## config.mk

```make
export PLATFORM = sky130hd
export DESIGN_NAME = dtcc_top
export DESIGN_NICKNAME = d
export VERILOG_FILES = /design/src/logic/dtcc_pkg.sv /design/src/logic/dtcc_tb_if.sv /design/src/logic/dtcc_prescaler.sv /design/src/logic/dtcc_timebase.sv /design/src/logic/dtcc_top.sv
export VERILOG_INCLUDE_DIRS = /design/src /design/src/logic
export SDC_FILE = /design/constraint.sdc
export NUM_CORES = 1
export LEC_CHECK = 0
export ABC_AREA = 1
export BUFFER_PORTS_ARGS = -buffer_cell sky130_fd_sc_hd__buf_2
export CORE_MARGIN = 2
export CORE_UTILIZATION = 52
export CTS_CLUSTER_SIZE = 25
export DETAILED_ROUTE_END_ITERATION = 8
export MAX_ROUTING_LAYER = met4
export PLACE_DENSITY = 0.79
export SYNTH_ARGS = -nofsm -noshare
export SYNTH_HDL_FRONTEND = slang
export SYNTH_HIERARCHICAL = 1
export SYNTH_SLANG_ARGS = --single-unit
```

## constraint.sdc

```tcl
create_clock -name clk_sys -period 1.8 [get_ports clk_sys]
set_clock_uncertainty 0.1 [all_clocks]
set_input_delay 0.09 -clock clk_sys [delete_from_list [all_inputs] [get_ports clk_sys]]
set_output_delay 0.09 -clock clk_sys [all_outputs]
set_load 0.02 [all_outputs]
```

## src/logic/dtcc_map.svh

```systemverilog
`ifndef DTCC_MAP_SVH
`define DTCC_MAP_SVH

// array shape
`define DTCC_NUM_CH 16
`define DTCC_NUM_PAIR 8
`define DTCC_CH_SEL_W 4
`define DTCC_TW 16

// timer values
`define DTCC_TIMER_RST 16'h0000
`define DTCC_TIMER_MAX 16'hFFFF
`define DTCC_CC_RST 16'h0000

// prescaler: division by 2**n, n = 0 .. DIVS-1
`define DTCC_PRESC_DIVS 8
`define DTCC_PRESC_SEL_W 3
`define DTCC_PRESC_CNT_W 7

// staggered operation: one timer step per eight system cycles at prescaler division 1, none at higher prescaler divisions
`define DTCC_STAG_W 3
`define DTCC_STAG_LAST 3'h7

`endif

```

## src/logic/dtcc_pkg.sv

```systemverilog
package dtcc_pkg;

	// per-channel operating mode
	typedef enum logic [2:0] {
		CC_OFF,
		CC_CAP_RISE,
		CC_CAP_FALL,
		CC_CAP_BOTH,
		CC_CMP_M0,
		CC_CMP_M1,
		CC_CMP_M2,
		CC_CMP_M3
	} dtcc_mode_t;

	// timer count source
	typedef enum logic [1:0] {
		TB_SRC_PRESC,
		TB_SRC_NEIGH,
		TB_SRC_EXT
	} dtcc_src_t;

endpackage

```

## src/logic/dtcc_tb_if.sv

```systemverilog
`timescale 1ns/100ps
interface dtcc_tb_if #(parameter int TW = 16);
	logic [TW-1:0] value; // current timer count
	logic ovf; // one-cycle pulse, value has just been reloaded
	logic fresh; // one-cycle pulse, value has just changed
	modport src (output value, output ovf, output fresh);
	modport snk (input value, input ovf, input fresh);
endinterface

```

## src/logic/dtcc_prescaler.sv

```systemverilog
`timescale 1ns/100ps
`include "dtcc_map.svh"
module dtcc_prescaler #(
	parameter int DIVS = `DTCC_PRESC_DIVS,
	parameter int CW = `DTCC_PRESC_CNT_W
) (
	input wire logic clk_sys, // system clock
	input wire logic rstn, // async reset, active low
	output logic [DIVS-1:0] tick // tick[n]: one pulse per 2**n cycles
);
	logic [CW-1:0] cnt;

	// free-running divider shared by both timers keeps their ticks aligned
	always_ff @(posedge clk_sys or negedge rstn) begin
		if (!rstn) begin
			cnt <= '0;
		end else begin
			cnt <= CW'(cnt + 1'b1);
		end
	end

	// tick n is high the cycle after the low n counter bits are all ones
	for (genvar g = 0; g < DIVS; g++) begin : gDiv
		localparam logic [CW:0] MASK = (CW+1)'((1 << g) - 1);
		always_ff @(posedge clk_sys or negedge rstn) begin
			if (!rstn) begin
				tick[g] <= 1'b0;
			end else begin
				tick[g] <= ((cnt & MASK[CW-1:0]) == MASK[CW-1:0]);
			end
		end
	end
endmodule

```

## src/logic/dtcc_timebase.sv

```systemverilog
`timescale 1ns/100ps
`include "dtcc_map.svh"
module dtcc_timebase #(
	parameter int TW = `DTCC_TW,
	parameter int DIVS = `DTCC_PRESC_DIVS
) (
	input wire logic clk_sys, // system clock
	input wire logic rstn, // async reset, active low
	input wire logic runEn, // timer runs
	input wire dtcc_pkg::dtcc_src_t clkSrc, // count source
	input wire logic [`DTCC_PRESC_SEL_W-1:0] prescSel, // prescaler division
	input wire logic [DIVS-1:0] prescTick, // prescaler ticks
	input wire logic neighOvf, // neighbour_toggle_timer over/underflow pulse
	input wire logic extCount, // external count input level
	input wire logic stagGate, // step allowed this cycle
	input wire logic [TW-1:0] reload, // reload value
	input wire logic loadWe, // direct timer write strobe
	input wire logic [TW-1:0] loadVal, // direct timer write data
	dtcc_tb_if.src tb // value and events to the channel array
);
	import dtcc_pkg::*;

	logic extPrev;
	logic srcTick;
	logic countTick;
	logic [TW-1:0] value;
	logic ovf;
	logic fresh;
	localparam logic [TW-1:0] TMAX = `DTCC_TIMER_MAX;

	// count source selection; staggered mode may swallow external edges
	always_comb begin
		case (clkSrc)
			TB_SRC_PRESC: srcTick = prescTick[prescSel];
			TB_SRC_NEIGH: srcTick = neighOvf;
			TB_SRC_EXT: srcTick = extCount & ~extPrev;
			default: srcTick = 1'b0;
		endcase
		countTick = runEn & srcTick & stagGate;
	end

	// external input edge memory
	always_ff @(posedge clk_sys or negedge rstn) begin
		if (!rstn) begin
			extPrev <= 1'b0;
		end else begin
			extPrev <= extCount;
		end
	end

	// up-counter, reloads on overflow; a software write takes priority
	always_ff @(posedge clk_sys or negedge rstn) begin
		if (!rstn) begin
			value <= `DTCC_TIMER_RST;
		end else if (loadWe) begin
			value <= loadVal;
		end else if (countTick) begin
			if (value == TMAX) begin
				value <= reload;
			end else begin
				value <= TW'(value + 1'b1);
			end
		end
	end

	// event pulses line up with the value they describe
	always_ff @(posedge clk_sys or negedge rstn) begin
		if (!rstn) begin
			ovf <= 1'b0;
			fresh <= 1'b0;
		end else begin
			ovf <= countTick & (value == TMAX) & ~loadWe;
			fresh <= countTick | loadWe;
		end
	end

	assign tb.value = value;
	assign tb.ovf = ovf;
	assign tb.fresh = fresh;
endmodule

```

## src/logic/dtcc_top.sv

```systemverilog
`timescale 1ns/100ps
`include "dtcc_map.svh"
module dtcc_top #(
	parameter int NCH = `DTCC_NUM_CH,
	parameter int TW = `DTCC_TW,
	parameter int DIVS = `DTCC_PRESC_DIVS
) (
	input wire logic clk_sys, // system clock, 200 MHz
	input wire logic rstn, // async reset, active low
	input wire logic staggered, // staggered operation select
	input wire logic runA, // time_base_a runs
	input wire dtcc_pkg::dtcc_src_t srcA, // time_base_a count source
	input wire logic [`DTCC_PRESC_SEL_W-1:0] prescA, // time_base_a division
	input wire logic [TW-1:0] reloadA, // time_base_a reload value
	input wire logic loadWeA, // time_base_a write strobe
	input wire logic [TW-1:0] loadValA, // time_base_a write data
	input wire logic runB, // time_base_b runs
	input wire dtcc_pkg::dtcc_src_t srcB, // time_base_b count source
	input wire logic [`DTCC_PRESC_SEL_W-1:0] prescB, // time_base_b division
	input wire logic [TW-1:0] reloadB, // time_base_b reload value
	input wire logic loadWeB, // time_base_b write strobe
	input wire logic [TW-1:0] loadValB, // time_base_b write data
	input wire logic neighOvf, // neighbour_toggle_timer overflow pulse
	input wire logic extCount, // external count input
	input wire dtcc_pkg::dtcc_mode_t [NCH-1:0] chanMode, // per-channel mode
	input wire logic [NCH-1:0] chanTbSel, // 0 time_base_a, 1 time_base_b
	input wire logic [NCH-1:0] singleEv, // single-event option, low re-arms
	input wire logic [NCH/2-1:0] dblPair, // pair k: channels 2k, 2k+1 share pin 2k
	input wire logic ccWe, // channel register write strobe
	input wire logic [`DTCC_CH_SEL_W-1:0] ccSel, // channel register select
	input wire logic [TW-1:0] ccWrData, // channel register write data
	input wire logic [NCH-1:0] pinIn, // channel pin input levels
	output logic [NCH-1:0] pinOut, // channel pin output levels
	output logic [NCH-1:0] pinOe_n, // pin output enable, low drives
	output logic [NCH-1:0] irqReq, // per-channel request pulses
	output logic [NCH-1:0] seDone, // single event consumed
	output logic [NCH-1:0][TW-1:0] ccValue, // channel registers
	output logic [TW-1:0] tbValueA, // time_base_a copy
	output logic [TW-1:0] tbValueB // time_base_b copy
);
	import dtcc_pkg::*;

	logic [`DTCC_STAG_W-1:0] slot;
	logic stagGate;
	logic [DIVS-1:0] prescTick;
	logic [NCH-1:0] pinPrev;
	logic [NCH-1:0] trig;
	logic [NCH-1:0] cmpEvt;
	logic [NCH-1:0] chOvf;
	logic [NCH-1:0] periodHit;

	dtcc_tb_if #(.TW(TW)) tbA ();
	dtcc_tb_if #(.TW(TW)) tbB ();

	// next pin level for a channel driving its own pin
	function automatic logic nextPin(dtcc_mode_t m, logic cur, logic evt, logic ovf);
		logic r;
		r = cur;
		if (m == CC_CMP_M1 && evt) begin
			r = ~cur;
		end else if (m == CC_CMP_M3) begin
			if (evt) begin
				r = 1'b1;
			end else if (ovf) begin
				r = 1'b0;
			end
		end
		return r;
	endfunction

	// stagger slot; the timers step only in the last slot when staggered
	always_ff @(posedge clk_sys or negedge rstn) begin
		if (!rstn) begin
			slot <= '0;
		end else begin
			slot <= `DTCC_STAG_W'(slot + 1'b1);
		end
	end
	assign stagGate = ~staggered | (slot == `DTCC_STAG_LAST);

	dtcc_prescaler #(.DIVS(DIVS)) uPresc (
		.clk_sys(clk_sys),
		.rstn(rstn),
		.tick(prescTick)
	);

	dtcc_timebase #(.TW(TW), .DIVS(DIVS)) uTbA (
		.clk_sys(clk_sys),
		.rstn(rstn),
		.runEn(runA),
		.clkSrc(srcA),
		.prescSel(prescA),
		.prescTick(prescTick),
		.neighOvf(neighOvf),
		.extCount(extCount),
		.stagGate(stagGate),
		.reload(reloadA),
		.loadWe(loadWeA),
		.loadVal(loadValA),
		.tb(tbA)
	);

	dtcc_timebase #(.TW(TW), .DIVS(DIVS)) uTbB (
		.clk_sys(clk_sys),
		.rstn(rstn),
		.runEn(runB),
		.clkSrc(srcB),
		.prescSel(prescB),
		.prescTick(prescTick),
		.neighOvf(neighOvf),
		.extCount(extCount),
		.stagGate(stagGate),
		.reload(reloadB),
		.loadWe(loadWeB),
		.loadVal(loadValB),
		.tb(tbB)
	);

	// timer copies for software reads
	always_ff @(posedge clk_sys or negedge rstn) begin
		if (!rstn) begin
			tbValueA <= `DTCC_TIMER_RST;
			tbValueB <= `DTCC_TIMER_RST;
		end else begin
			tbValueA <= tbA.value;
			tbValueB <= tbB.value;
		end
	end

	// pin edge memory, pins are taken as synchronous
	always_ff @(posedge clk_sys or negedge rstn) begin
		if (!rstn) begin
			pinPrev <= '0;
		end else begin
			pinPrev <= pinIn;
		end
	end

	for (genvar i = 0; i < NCH; i++) begin : gCh
		logic [TW-1:0] tv;
		logic tf;
		logic isCmp;
		logic onceMode;
		logic rise;
		logic fall;

		// timer assignment per channel
		assign tv = chanTbSel[i] ? tbB.value : tbA.value;
		assign tf = chanTbSel[i] ? tbB.fresh : tbA.fresh;
		assign chOvf[i] = chanTbSel[i] ? tbB.ovf : tbA.ovf;
		assign isCmp = chanMode[i][2];
		assign onceMode = (chanMode[i] == CC_CMP_M2) || (chanMode[i] == CC_CMP_M3);
		assign rise = pinIn[i] & ~pinPrev[i];
		assign fall = ~pinIn[i] & pinPrev[i];

		// capture trigger edge selection
		always_comb begin
			case (chanMode[i])
				CC_CAP_RISE: trig[i] = rise;
				CC_CAP_FALL: trig[i] = fall;
				CC_CAP_BOTH: trig[i] = rise | fall;
				default: trig[i] = 1'b0;
			endcase
		end

		// a match is judged only when the timer has just stepped or been written, so a held
		// timer value (slow prescaler) does not fire the channel repeatedly
		assign cmpEvt[i] = isCmp & tf & (tv == ccValue[i])
			& ~(singleEv[i] & seDone[i])
			& ~(onceMode & periodHit[i] & ~chOvf[i]);

		// channel register: capture wins over a software write
		always_ff @(posedge clk_sys or negedge rstn) begin
			if (!rstn) begin
				ccValue[i] <= `DTCC_CC_RST;
			end else if (trig[i]) begin
				ccValue[i] <= tv;
			end else if (ccWe && (ccSel == `DTCC_CH_SEL_W'(i))) begin
				ccValue[i] <= ccWrData;
			end
		end

		// once-per-period memory, restarted by the assigned timer overflow
		always_ff @(posedge clk_sys or negedge rstn) begin
			if (!rstn) begin
				periodHit[i] <= 1'b0;
			end else if (!onceMode) begin
				periodHit[i] <= 1'b0;
			end else if (chOvf[i]) begin
				periodHit[i] <= cmpEvt[i];
			end else if (cmpEvt[i]) begin
				periodHit[i] <= 1'b1;
			end
		end

		// single-event latch; re-armed by software dropping the option
		always_ff @(posedge clk_sys or negedge rstn) begin
			if (!rstn) begin
				seDone[i] <= 1'b0;
			end else if (!singleEv[i]) begin
				seDone[i] <= 1'b0;
			end else if (cmpEvt[i]) begin
				seDone[i] <= 1'b1;
			end
		end

		// request on every capture and every compare event
		always_ff @(posedge clk_sys or negedge rstn) begin
			if (!rstn) begin
				irqReq[i] <= 1'b0;
			end else begin
				irqReq[i] <= trig[i] | cmpEvt[i];
			end
		end
	end

	// pin ownership per pair; in double mode the odd pin is released
	for (genvar k = 0; k < NCH/2; k++) begin : gPair
		localparam int A = 2 * k;
		localparam int B = 2 * k + 1;
		logic drvA;
		logic drvB;

		assign drvA = dblPair[k] | (chanMode[A] == CC_CMP_M1) | (chanMode[A] == CC_CMP_M3);
		assign drvB = ~dblPair[k] & ((chanMode[B] == CC_CMP_M1) | (chanMode[B] == CC_CMP_M3));

		// even pin: shared toggle in double mode, own mode otherwise
		always_ff @(posedge clk_sys or negedge rstn) begin
			if (!rstn) begin
				pinOut[A] <= 1'b0;
			end else if (dblPair[k]) begin
				if (cmpEvt[A] ^ cmpEvt[B]) begin
					pinOut[A] <= ~pinOut[A];
				end
			end else begin
				pinOut[A] <= nextPin(chanMode[A], pinOut[A], cmpEvt[A], chOvf[A]);
			end
		end

		// odd pin follows its own mode only outside double mode, holds in double mode
		always_ff @(posedge clk_sys or negedge rstn) begin
			if (!rstn) begin
				pinOut[B] <= 1'b0;
			end else if (!dblPair[k]) begin
				pinOut[B] <= nextPin(chanMode[B], pinOut[B], cmpEvt[B], chOvf[B]);
			end
		end

		// output enables, low while the channel owns its pin as an output
		always_ff @(posedge clk_sys or negedge rstn) begin
			if (!rstn) begin
				pinOe_n[A] <= 1'b1;
				pinOe_n[B] <= 1'b1;
			end else begin
				pinOe_n[A] <= ~drvA;
				pinOe_n[B] <= ~drvB;
			end
		end
	end
endmodule

```

==> impl_metrics.toml, run 1 <==
[sta]
worst_endpoint = "pinOut[4]$_DFFE_PN0P_/D"
worstEpCategory = "register input"

[yosys]
yosys.area.top_type = "dfrtp_1"
yosysSeqAreaShare_pct = 36.1
synth_nets = 4844
synth_ff_type = "dfrtp_1"
syn-instance-count = 4598
syn_area_um2 = 30500
ys_ff_latch = 440
synth_edf_count = 0
ys_types = 53
syn_avg_cell_area_um2 = 6.64
synth_top_area_share_pct = 34.8
ys_top_cells_by_count = "nand2_1 (1811), nand3_1 (530), inv_1 (499)"
synth.most_common_cell = "nand2_1"
synthTopCellsByArea = "dfrtp_1 (35%), nand2_1 (22%), nand3_1 (8.7%)"
yosys_warnings = 6
async_flop_share_pct = 100

[floorplanning]
fp.dieW_um = 246
die_h_um = 246
initial_core_util_pct = 52.7
rows = 88
ios = 560

[placed_design]
port-buffer-count = 559
gp_congestion = 1.06
dp_hpwl_mm = 111
placedCellCount = 6430
post-place-ws_ns = -0.605

[global_routing]
antenna_found_initial = 40
overflow = 19
track_usage_pct = 80.4
grt_max_degree = 60

[cts]
cts_buffers = 51
clk_path_buf_depth = 3
cts.sinks = 440
htreeDepth = 2
cts_root_buf = "clkbuf_16"

[run_status]
outcome = "stopped before the end"
lastStage = "global routing"
tool.error = "[ERROR GRT-0232] Routing congestion too high. Check the congestion heatmap in the GUI."
[what timing repair did]
item                                   CTS
hold buffers                           232
setup buffers                           38
endpoints found under the hold margin  709
gates cloned                             9
setup endpoints to repair              259
gates resized for setup                441
pin swaps                               78
[metal layers]
metal  GRT overflow  GRT usage, %
met1              1          79.8
met5              -             -
met3              8          68.3
met2              3          93.1
met4              7          74.5
[per-stage QoR]
stage          hold slack, ns  area [um2]
3_3_place_gp          -0.0848       39500
2_1_floorplan          -0.306       30700
3_5_place_dp          -0.0863       39500
4_1_cts             0.0000943       45300
[logic make-up after synthesis]
family	Yosys count	share of synthesized area, %
buffers and inverters	740	10.6
other	1	0.0123
DFF	440	36.1
xor gates and xnor gates	55	1.58
and+or+nand+nor	2765	37.8
adders and majority gates	38	1.56
AOI/OAI and AO/OA	559	12.3
==> run 2, diff against run 1 <==
--- a/config.mk
+++ b/config.mk
@@ -9,11 +9,9 @@
 export ABC_AREA = 1
 export BUFFER_PORTS_ARGS = -buffer_cell sky130_fd_sc_hd__buf_2
 export CORE_MARGIN = 2
-export CORE_UTILIZATION = 52
-export CTS_CLUSTER_SIZE = 25
+export CORE_UTILIZATION = 40
 export DETAILED_ROUTE_END_ITERATION = 8
-export MAX_ROUTING_LAYER = met4
-export PLACE_DENSITY = 0.79
+export PLACE_DENSITY_LB_ADDON = 0.15
 export SYNTH_ARGS = -nofsm -noshare
 export SYNTH_HDL_FRONTEND = slang
 export SYNTH_HIERARCHICAL = 1
==> constraint.sdc (replaced) <==
create_clock -name clk_sys -period 2.35 [get_ports clk_sys]
set_clock_uncertainty 0.1 [all_clocks]
set_input_delay 0.1175 -clock clk_sys [delete_from_list [all_inputs] [get_ports clk_sys]]
set_output_delay 0.1175 -clock clk_sys [all_outputs]
set_load 0.02 [all_outputs]
==> run 2 against run 1 <==
The run now ends clean. Area after synthesis unchanged. Synthesized cell count unchanged.
==> impl_metrics.toml, run 2 <==
[run_status]
outcome = "completed"

[global_routing]
grt_max_degree = 74
grt_pass1_wl_mm = 217
overflow = 0
track_usage_pct = 37.5
antenna_found_initial = 8
grt_pass1_vias = 33300

[pwr]
power_mw = 33.4
ir_drop_uv = 624
pwr_density_cell_nw_per_um2 = 827
p_leak_nw = 20.8

[route]
top_layer_used = "met5"
via_per_inst = 5.50
first_iter_violations = 3992
wl_met1_mm = 60.1
dr_wl_met3_mm = 16.0
vias = 35900
routedWlPerCell_um = 23.2
post-route-drc-count = 0
wl_mm = 151
firstDrtPassIters = 9
ant_nets = 0
dr_wl_met2_mm = 65.6

[worst_setup_path]
slowest_stage = "dfrtp_1"
crit_arrival_ns = 2.70
end_kind = "flip-flop"
start_kind = "flip-flop"
path_cells = "buf_4 > nand2_1 > nand2_1 > nand2_1 > nand2_1 > nor2_1 > nand2_1 > nor2_2 > nand2_2 > nor2_4 > nand3_2 > nand3_2 > nand3_1 > nand2_1 > nand2_1"
critPathKind = "reg -> reg"
cp_max_fo = 5
path_common_cell = "nand2_1"
crit_family = "simple AND/OR/NAND/NOR gates"
reg2reg_from = "uTbA/tb.value[13]"
critPathMaxStageDelay_ns = 0.47
worst-path-buf-inv = 1
crit_required_ns = 2.77
startpoint = "uTbA/tb.value[13]"

[placed_design]
dp_hpwl_mm = 108
placedCellCount = 6174
port-buffer-count = 559
gp_congestion = 0.962

[cells_and_area]
nFillCells = 7479
fin_nets = 5744
layout-drive-gt1-share_pct = 20.3
final_common_cell = "nand2_1"
regMostFlops = "ccValue"
syn_to_final_growth_pct = 32.3
layout_common_cells = "nand2_1 (1803), buf_2 (558), nand3_1 (518), inv_1 (488), dfrtp_1 (413)"
largest_register_ffs = 256
finalNonFillerCells = 6528

[sta]
rsz0062_at_grt = "true"
max_slew_margin_pct = 39.4
setup_violations = 0
finalHoldViolCount = 0
timing.final.crit_share_pct = 97.3
fin_hold_ws_ns = 0.0353
worstMarginPinSlew_ns = 0.908
max_clock_freq_mhz = 438
period_minus_slack_ns = 2.29
drv_slew = 0

[job]
max_cap_violations = 0

[floorplanning]
initial_core_util_pct = 40.3
ios = 560
core_um2 = 75700
rows = 101
fp.dieArea_um2 = 78500
die_h_um = 280
fp.dieW_um = 280

[yosys]
syn-instance-count = 4598
synth_edf_count = 0
synth.most_common_cell = "nand2_1"
ys_ff_latch = 440
synth_top_area_share_pct = 34.8
synth_ff_type = "dfrtp_1"
ys_top_cells_by_count = "nand2_1 (1811), nand3_1 (530), inv_1 (499)"
yosys_warnings = 6
ys_types = 53
syn_avg_cell_area_um2 = 6.64
synth_nets = 4844
yosys.area.top_type = "dfrtp_1"
synthTopCellsByArea = "dfrtp_1 (35%), nand2_1 (22%), nand3_1 (8.7%)"
async_flop_share_pct = 100
yosysSeqAreaShare_pct = 36.1
syn_area_um2 = 30500

[hold_path]
holdCritPathClass = "in -> reg"
worstHoldStart = "prescA[2]"

[cts]
cts_buffers = 55
clk_pin_slew_ns = 0.06
cts_root_buf = "clkbuf_16"
htreeDepth = 2
clk_latency_ns = 0.65
tritoncts = "done"
cts.sinks = 440
clk_path_buf_depth = 3
## run 2: path summary, 6_finish.rpt
check / endpoint / slack, ns / cells after the start
worst max-delay path: pinOut[6] / 0.06 / 15
worst max register to register: pinOut[6] / 0.06 / 15
max in group asynchronous: pinOe_n[0] / 1.55 / 3
min in group asynchronous: pinOe_n[10] / 0.08 / 2
worst min register to register: slot[0] / 0.34 / 1
worst min-delay path: uTbA/tb.ovf / 0.04 / 5
## run 2: kinds of logic after synthesis
logic type | after synthesis | synth area share [%]
AND/OR/NAND/NOR | 2765 | 37.8
buffers and inverters | 740 | 10.6
AO/OA/AOI/OAI | 559 | 12.3
flip-flops | 440 | 36.1
XOR/XNOR | 55 | 1.58
adder cells (fa/ha/maj) | 38 | 1.56
other | 1 | 0.0123
## run 2: power by group
| part | internal (mW) | switching (mW) | leakage [nW] | total (mW) |
|---|---|---|---|---|
| registers | 9.02 | 1.65 | 5.52 | 10.7 |
| clock network | 5.41 | 3.81 | 0.943 | 9.22 |
| logic | 4.53 | 8.99 | 14.3 | 13.5 |
| total | 19.0 | 14.4 | 20.8 | 33.4 |
## run 2: layout make-up
type                            count  area (um2)  area share (%)
Tap cell                          978        1220            3.03
Antenna cell                        6        15.0          0.0372
Clock inverter                     37         437            1.08
Timing Repair Buffer             1059        7690            19.0
Inverter                          524        2000            4.94
Clock buffer                       66        1460            3.61
Sequential cell                   440       11000            27.3
Multi-Input combinational cell   3418       16500            40.9
## run 2: per-stage QoR
stage,utilization (%),setup slack [ns],setup TNS (ns),cell area [um2]
after global routing,53.4,-0.0946,-0.160,40400
after detailed placement,47.2,-0.288,-0.468,35700
final,53.4,0.0646,0,40400
after CTS,52.8,0.00240,0,39900
after floorplan,-,0.367,0,30500
after global placement,47.2,-0.316,-0.469,35700
## run 2: timing repair
action / 4_1_cts / 5_1_grt
hold buffers: 226 / 2
gates resized for setup: 12 / 126
buffers inserted: 3 / 15
hold endpoints to repair: 704 / 1
setup endpoints to repair: 18 / 106
pin swaps: 1 / 13
## run 2: worst min-delay path, delay by kind of cell
kind	cells	cell delay, ns
buffers and inverters	1	0.13
and+or+nand+nor	4	0.46
## run 2: per-layer routing
metal,vias to the layer above,GRT usage (%)
met5,-,0
met4,4,20.0
met3,394,9.40
met2,1897,57.2
met1,16800,48.9
li1,16800,-
No activity file was read; power rests on OpenSTA's default activity.
